--- src/hw/timer_pkg.sv ---
package timer_pkg;

	// ------------------------------------------------------------
	// Register map
	// ------------------------------------------------------------
	localparam logic [7:0] COUNT_VALUE_PRELOAD_ADDR = 8'h0D;
	localparam logic [7:0] COUNTER_CONTROL_REG_ADDR = 8'h0E;

	// ------------------------------------------------------------
	// Control fields
	// ------------------------------------------------------------
	localparam int MODE_HI_POS = 7;
	localparam int MODE_LO_POS = 6;
	localparam int RUN_POS     = 4;
	localparam int EDGE_POS    = 3;
	localparam int OVF_FLAG_POS = 5;

	localparam logic [1:0] MODE_UNUSED = 2'h0;
	localparam logic [1:0] MODE_EVENT  = 2'h1;
	localparam logic [1:0] MODE_TIMER  = 2'h2;
	localparam logic [1:0] MODE_PULSE  = 2'h3;

	// ------------------------------------------------------------
	// Reset values and timing
	// ------------------------------------------------------------
	localparam logic [7:0] COUNT_RESET   = 8'h00;
	localparam logic [7:0] CONTROL_RESET = 8'h08;
	localparam logic [1:0] PRESCALE_LAST = 2'h3;
	localparam int         SYS_PER_INSTR = 4;

	typedef enum logic [2:0] {
		PW_IDLE  = 3'b001,
		PW_COUNT = 3'b010,
		PW_DONE  = 3'b100
	} pw_state_t;

endpackage

--- src/hw/event_timer.sv ---
// Contract
// 8-bit up-counter clocked by external pin or instruction clock (system clock / 4).
// Write to counter_value goes to preload; read returns live counter.
// Mode bits 7:6: 01 event, 10 timer, 11 pulse width, 00 unused.
// Control bit 3 picks pin edge: 0 rising, 1 falling.
// Counting only while run_enable (control bit 4) is set.
// Control bits 2:0 and 5 read as zero.
// Event and timer modes count up from present value toward FFH.
// Overflow past FFH reloads from preload and sets overflow_flag together.
// Event mode counts pin edges; timer mode counts instruction clocks.
// Pulse mode counts instruction clocks from chosen edge until pin returns, clears run_enable.
// After a measurement the result holds; one measurement per run_enable set.
// Pulse counting starts on a detected edge, never on a level.
// Overflow in pulse mode reloads and flags like the other modes.
// In event and timer modes hardware never clears run_enable.
// Overflow acts as a wake-up source for the halted processor.
// With overflow_irq_enable at 0 no overflow interrupt is requested.
// Write while stopped loads both preload and counter.
// Write while running updates preload only; counter runs on.
// Reading the counter blocks counting that cycle; lost counts stay lost.
// External pin is synchronised and edge-detected before use.
module event_timer
	import timer_pkg::*;
(
	input  wire logic       clock,
	input  wire logic       resetn,
	input  wire logic [7:0] addr,
	input  wire logic [7:0] wdata,
	input  wire logic       wr_en,
	input  wire logic       rd_en,
	output logic      [7:0] rdata,
	input  wire logic       timer_pin,
	input  wire logic       overflow_irq_enable,
	input  wire logic       overflow_flag_clear,
	output logic            overflow_flag,
	output logic            irq_request,
	output logic            wake_up
);

	// ------------------------------------------------------------
	// Registers
	// ------------------------------------------------------------
	logic [7:0] count_q,    count_d;
	logic [7:0] preload_q;
	logic [1:0] mode_q;
	logic       edge_sel_q;
	logic       run_q,      run_d;
	logic [1:0] prescale_q;
	logic       ovf_flag_q;
	logic       irq_q;
	logic       wake_q;
	logic [7:0] rdata_q,    rdata_d;
	pw_state_t  pw_q,       pw_d;

	// ------------------------------------------------------------
	// Decode
	// ------------------------------------------------------------
	wire sel_count   = (addr == COUNT_VALUE_PRELOAD_ADDR);
	wire sel_ctrl    = (addr == COUNTER_CONTROL_REG_ADDR);
	wire wr_count    = wr_en & sel_count;
	wire wr_ctrl     = wr_en & sel_ctrl;
	wire rd_count    = rd_en & sel_count;
	wire instr_tick  = (prescale_q == PRESCALE_LAST);

	wire pin_level;
	wire pin_rise;
	wire pin_fall;

	pin_edge_detect u_pin (
		.clock      (clock),
		.resetn     (resetn),
		.pin_in     (timer_pin),
		.pin_level  (pin_level),
		.rise_pulse (pin_rise),
		.fall_pulse (pin_fall)
	);

	wire active_edge  = edge_sel_q ? pin_fall : pin_rise;
	wire return_edge  = edge_sel_q ? pin_rise : pin_fall;

	wire mode_event   = (mode_q == MODE_EVENT);
	wire mode_timer   = (mode_q == MODE_TIMER);
	wire mode_pulse   = (mode_q == MODE_PULSE);

	// Pulse measurement ends on the returning edge
	wire pw_end       = mode_pulse & run_q & (pw_q == PW_COUNT) & return_edge;

	// Count request before the read block is applied
	wire count_req    = run_q & (
		(mode_event & active_edge) |
		(mode_timer & instr_tick) |
		(mode_pulse & (pw_q == PW_COUNT) & instr_tick & ~return_edge));

	// Reading freezes the count clock for a consistent value
	wire count_step   = count_req & ~rd_count;
	wire overflow     = count_step & (count_q == 8'hFF);

	wire [7:0] ctrl_view = {mode_q, 1'b0, run_q, edge_sel_q, 3'b000};

	// ------------------------------------------------------------
	// Next-state logic
	// ------------------------------------------------------------
	always_comb begin
		count_d = count_q;
		if (overflow) begin
			count_d = preload_q;
		end else if (count_step) begin
			count_d = count_q + 8'h01;
		end
		if (wr_count && !run_q) begin
			count_d = wdata;
		end
	end

	always_comb begin
		pw_d = pw_q;
		case (pw_q)
			PW_IDLE: begin
				// Only an edge starts timing, never a level
				if (mode_pulse && run_q && active_edge) begin
					pw_d = PW_COUNT;
				end
			end
			PW_COUNT: begin
				if (pw_end || !run_q || !mode_pulse) begin
					pw_d = PW_DONE;
				end
			end
			PW_DONE: begin
				// Held until software starts a fresh run
				if (wr_ctrl && wdata[RUN_POS]) begin
					pw_d = PW_IDLE;
				end
			end
			default: pw_d = PW_IDLE;
		endcase
	end

	always_comb begin
		run_d = run_q;
		if (wr_ctrl) begin
			run_d = wdata[RUN_POS];
		end else if (pw_end) begin
			run_d = 1'b0;
		end
	end

	assign rdata_d = sel_count ? count_q : (sel_ctrl ? ctrl_view : 8'h00);

	// ------------------------------------------------------------
	// State
	// ------------------------------------------------------------
	always_ff @(posedge clock) begin
		if (!resetn) begin
			prescale_q <= 2'h0;
			count_q    <= COUNT_RESET;
			preload_q  <= COUNT_RESET;
			mode_q     <= CONTROL_RESET[MODE_HI_POS:MODE_LO_POS];
			edge_sel_q <= CONTROL_RESET[EDGE_POS];
			run_q      <= CONTROL_RESET[RUN_POS];
			pw_q       <= PW_IDLE;
		end else begin
			prescale_q <= prescale_q + 2'h1;
			count_q    <= count_d;
			run_q      <= run_d;
			pw_q       <= pw_d;
			if (wr_count) begin
				preload_q <= wdata;
			end
			if (wr_ctrl) begin
				mode_q     <= wdata[MODE_HI_POS:MODE_LO_POS];
				edge_sel_q <= wdata[EDGE_POS];
			end
		end
	end

	always_ff @(posedge clock) begin
		if (!resetn) begin
			ovf_flag_q <= 1'b0;
			irq_q      <= 1'b0;
			wake_q     <= 1'b0;
			rdata_q    <= 8'h00;
		end else begin
			// Set beats a clear in the same cycle
			ovf_flag_q <= overflow | (ovf_flag_q & ~overflow_flag_clear);
			irq_q      <= overflow_irq_enable & (overflow | (ovf_flag_q & ~overflow_flag_clear));
			wake_q     <= overflow;
			rdata_q    <= rd_en ? rdata_d : rdata_q;
		end
	end

	assign rdata         = rdata_q;
	assign overflow_flag = ovf_flag_q;
	assign irq_request   = irq_q;
	assign wake_up       = wake_q;

	// ------------------------------------------------------------
	// Checks: counting
	// ------------------------------------------------------------
	// Quiet cycle: no software access that could move the counter
	wire bus_quiet = ~wr_count & ~rd_count;
endmodule

--- src/hw/pin_edge_detect.sv ---
module pin_edge_detect
	import timer_pkg::*;
(
	input  wire logic clock,
	input  wire logic resetn,
	input  wire logic pin_in,
	output logic      pin_level,
	output logic      rise_pulse,
	output logic      fall_pulse
);

	logic meta_q;
	logic sync_q;
	logic last_q;

	// Two-stage synchroniser; only sync_q and its delayed copy last_q are looked at
	always_ff @(posedge clock) begin
		if (!resetn) begin
			meta_q <= 1'b0;
			sync_q <= 1'b0;
			last_q <= 1'b0;
		end else begin
			meta_q <= pin_in;
			sync_q <= meta_q;
			last_q <= sync_q;
		end
	end

	assign pin_level  = sync_q;
	assign rise_pulse = sync_q & ~last_q;
	assign fall_pulse = ~sync_q & last_q;

endmodule

--- config.mk ---
export PLATFORM = sky130hd
export DESIGN_NAME = event_timer
export DESIGN_NICKNAME = d
export VERILOG_FILES = /design/src/hw/timer_pkg.sv /design/src/hw/event_timer.sv /design/src/hw/pin_edge_detect.sv
export SDC_FILE = /design/constraint.sdc
export NUM_CORES = 1
export LEC_CHECK = 0
export BUFFER_PORTS_ARGS = -buffer_cell sky130_fd_sc_hd__buf_2
export CORE_MARGIN = 8
export CORE_UTILIZATION = 35
export DETAILED_ROUTE_END_ITERATION = 10
export PLACE_DENSITY = 0.61
export RECOVER_POWER = 25
export SYNTH_ARGS = -nofsm -noshare
export SYNTH_HDL_FRONTEND = slang
export SYNTH_SLANG_ARGS = --single-unit
--- constraint.sdc ---
create_clock -name clock -period 2.5 [get_ports clock]
set_clock_uncertainty 0.2 [all_clocks]
set_input_delay 0.375 -clock clock [delete_from_list [all_inputs] [get_ports clock]]
set_output_delay 0.375 -clock clock [all_outputs]
set_load 0.05 [all_outputs]
==> flow_metrics.tcl <==
set metrics [dict create \
    status "completed" \
    grtUsageTotal_pct 13.77 \
    clockBufferDepth 2 \
    finalMaxSlewViolations 0 \
    grt_max_degree 29 \
    avgSynthCellArea_um2 8.666 \
    start_util_pct 36.42 \
    critPathRequiredTime_ns 2.48 \
    ys_seq_area_share_pct 41.71 \
    grt_first_pass_wirelength_um 8397 \
    drt-vias-per-instance 5.440 \
    worst_slack_ns 0.3513 \
    cts_buffers 5 \
    die-height_um 89.13 \
    hold_viol 0 \
    synth_seq_cells 39 \
    critPathBufInv 0 \
    yosys.area.top_type "dfxtp_1" \
    cellLeakagePower_nw 0.7942 \
    p_sw_uw 246.5 \
    hp-class "input pin to flop" \
    coreArea_mm2 0.005140 \
    switching_share_pct 20.78 \
    drt_pass1_iterations 4 \
    cts_sinks 39 \
    path_max_fanout 9 \
    post-route-period-util_pct 85.95 \
    clkSlewWorstSetupHoldPaths_ns 0.07 \
    yosys_warnings 0 \
    port-buffer-count 33 \
    die-area_mm2 0.007944 \
    final_common_cell "dfxtp_1" \
    path_class "flop to flop" \
    antenna_found_initial 0 \
    post_cts_buffers 0 \
    drive_above_1_share_pct 17.89 \
    wl_per_cell_um 15.62 \
    seqPwrFrac_pct 53.0 \
    synth_area_leaders "dfxtp_1 (42%), nand2_1 (6.8%), nor2_1 (3.2%)" \
    worstPathArrival_ns 2.13 \
    final_cell_mix "dfxtp_1 (39), nand2_1 (34), buf_2 (25)" \
    startpoint "edge_sel_q" \
    n_antenna_cell 0 \
    design_area_mm2 0.002178 \
    setup_violations 0 \
    clkPwrFrac_pct 42.5 \
    vias 1719 \
    post-route-min-period_ns 2.149 \
    syn_area_mm2 0.001872 \
    drt_iter0_markers 165 \
    critical_path.cell_chain "and3b_4 -> nor4b_4 -> a221o_1 -> a21oi_2 -> o31a_1" \
    ys.flop_type "dfxtp_1" \
    fill_cells 552 \
    clock_latency_ns 0.29 \
    dpl_cell_area_mm2 0.002086 \
    startpoint_type "flop" \
    synth_cell_types 55 \
    place_hpwl_um 3593 \
    grt_pass1_vias 1703 \
    slowest_stage "a221o_1" \
    cts_root_buf "clkbuf_8" \
    place_ws_ns 0.3774 \
    synthCells 216 \
    path_delay_family "compound AO/OA/AOI/OAI gates" \
    ir_worst_vdd_mv 0.2377 \
    syn-num-nets 241 \
    min-delay-start "timer_pin" \
    route.detailed.drc 0 \
    r2r_start "edge_sel_q" \
    async_flop_share_pct 0 \
    cts_resized 0 \
    synthToLayoutAreaGrowth_pct 16.38 \
    postCtsHoldBufs 0 \
    yosysTopAreaCellShare_pct 41.71 \
    drt_wl_total_um 4936 \
    maxCapViolations 0 \
    power_frac_comb_pct 4.5 \
    cts-htree-levels 2 \
    crit_path_end_kind "flop" \
    rsz0062_at_grt "false" \
    worst_slew_pin_slew_ns 0.9108 \
    layout.nets 271 \
    powerDensity_mw_per_mm2 544.7 \
    p_int_uw 940.1 \
    gp_congestion 0.8921 \
    synth_edf_count 0 \
    ant_nets 0 \
    rows 26 \
    fin_setup_tns_ns 0 \
    overflow 0 \
    slowest_delay_ns 0.49 \
    finalPower_mw 1.187 \
    die_x_um 89.13 \
    fmaxAchievable_mhz 465.4 \
    cts_tree "built" \
    io_pins 34 \
    relSlewSlack_pct 39.28 \
]
## metrics by stage
step,utilization [%],hold slack [ns],instances
after CTS,42.58,0.08022,316
after global placement,40.58,0.2104,309
final,42.38,0.08789,316
after floorplan,-,0.1992,216
after detailed placement,40.58,0.2168,309
after global routing,42.38,0.07744,316
## synth_stat cells (all sizes together) (2+ instances only)
library cell / instances
nand2: 34
inv: 5
a31oi: 4
nor4b: 3
and3: 5
a222oi: 4
and3b: 2
o2111ai: 2
nor2b: 2
buf: 2
o211ai: 4
clkbuf: 10
nor3: 3
dfxtp: 39
nand2b: 4
nand4: 6
nor4: 2
o21ai: 5
mux2i: 4
and2: 4
o22ai: 2
ha: 2
nand3: 11
a22oi: 5
mux2: 2
a211oi: 2
o221ai: 2
a21oi: 12
nor2: 17
## power by group through the flow
stage,clock [mW],combinational (mW),sequential [mW]
final,0.505,0.0529,0.629
after detailed placement,0,0.0533,0.643
after global placement,0,0.0532,0.643
after global routing,0.558,0.0592,0.629
after CTS,0.521,0.0530,0.629
after floorplan,0,0.0249,0.643
## flip-flops by register name (all words and copies together), names as in the netlist
signal / cells
u_pin.meta_q: 1
run_q: 1
prescale_q: 2
edge_sel_q: 1
rdata: 8
overflow_flag: 1
irq_request: 1
wake_up: 1
u_pin.last_q: 1
mode_q: 2
preload_q: 8
u_pin.pin_level: 1
pw_q: 3
count_q: 8
## per-layer routing
metal | vias up | track usage (%) | part of all wire [%]
met1 | 796 | 18.51 | 48
met4 | 0 | 6.344 | 1.7
met5 | - | 0 | 0
li1 | 853 | - | -
met3 | 7 | 4.136 | 7.9
met2 | 63 | 19.53 | 42
## cell type report
cell class | count | area (um^2) | share of cell area [%]
multi-input cells | 159 | 1015 | 46.58
flip-flops and latches | 39 | 780.7 | 35.84
repair buffers | 35 | 170.2 | 7.812
well taps | 70 | 87.58 | 4.021
clock buffers | 6 | 72.57 | 3.331
clock inverters | 1 | 30.03 | 1.379
inverters | 6 | 22.52 | 1.034
## worst reg2reg max path, delay by kind of cell, from the launching register on
family,cells,cell delay [ns]
AO/OA/AOI/OAI,3,0.88
flip-flops,1,0.37
AND/OR/NAND/NOR,2,0.61
## worst paths after layout
| kind | endpoint | slack, ns | cells past startpoint |
|---|---|---|---|
| setup reg to reg | count_q[2] | 0.35 | 5 |
| hold / removal | u_pin.meta_q | 0.09 | 2 |
| hold reg to reg | prescale_q[0] | 0.23 | 1 |
| setup / recovery | count_q[2] | 0.35 | 5 |
## kinds of logic after synthesis
kind of cell,Yosys count,share of synthesized area (%)
mux,6,3.342
xor+xnor,2,0.9360
fa+ha+maj,2,1.337
simple gates,100,29.14
compound gates,49,19.45
buf+inv,18,4.077
flops,39,41.71
Power figures use the tool's default switching activity.
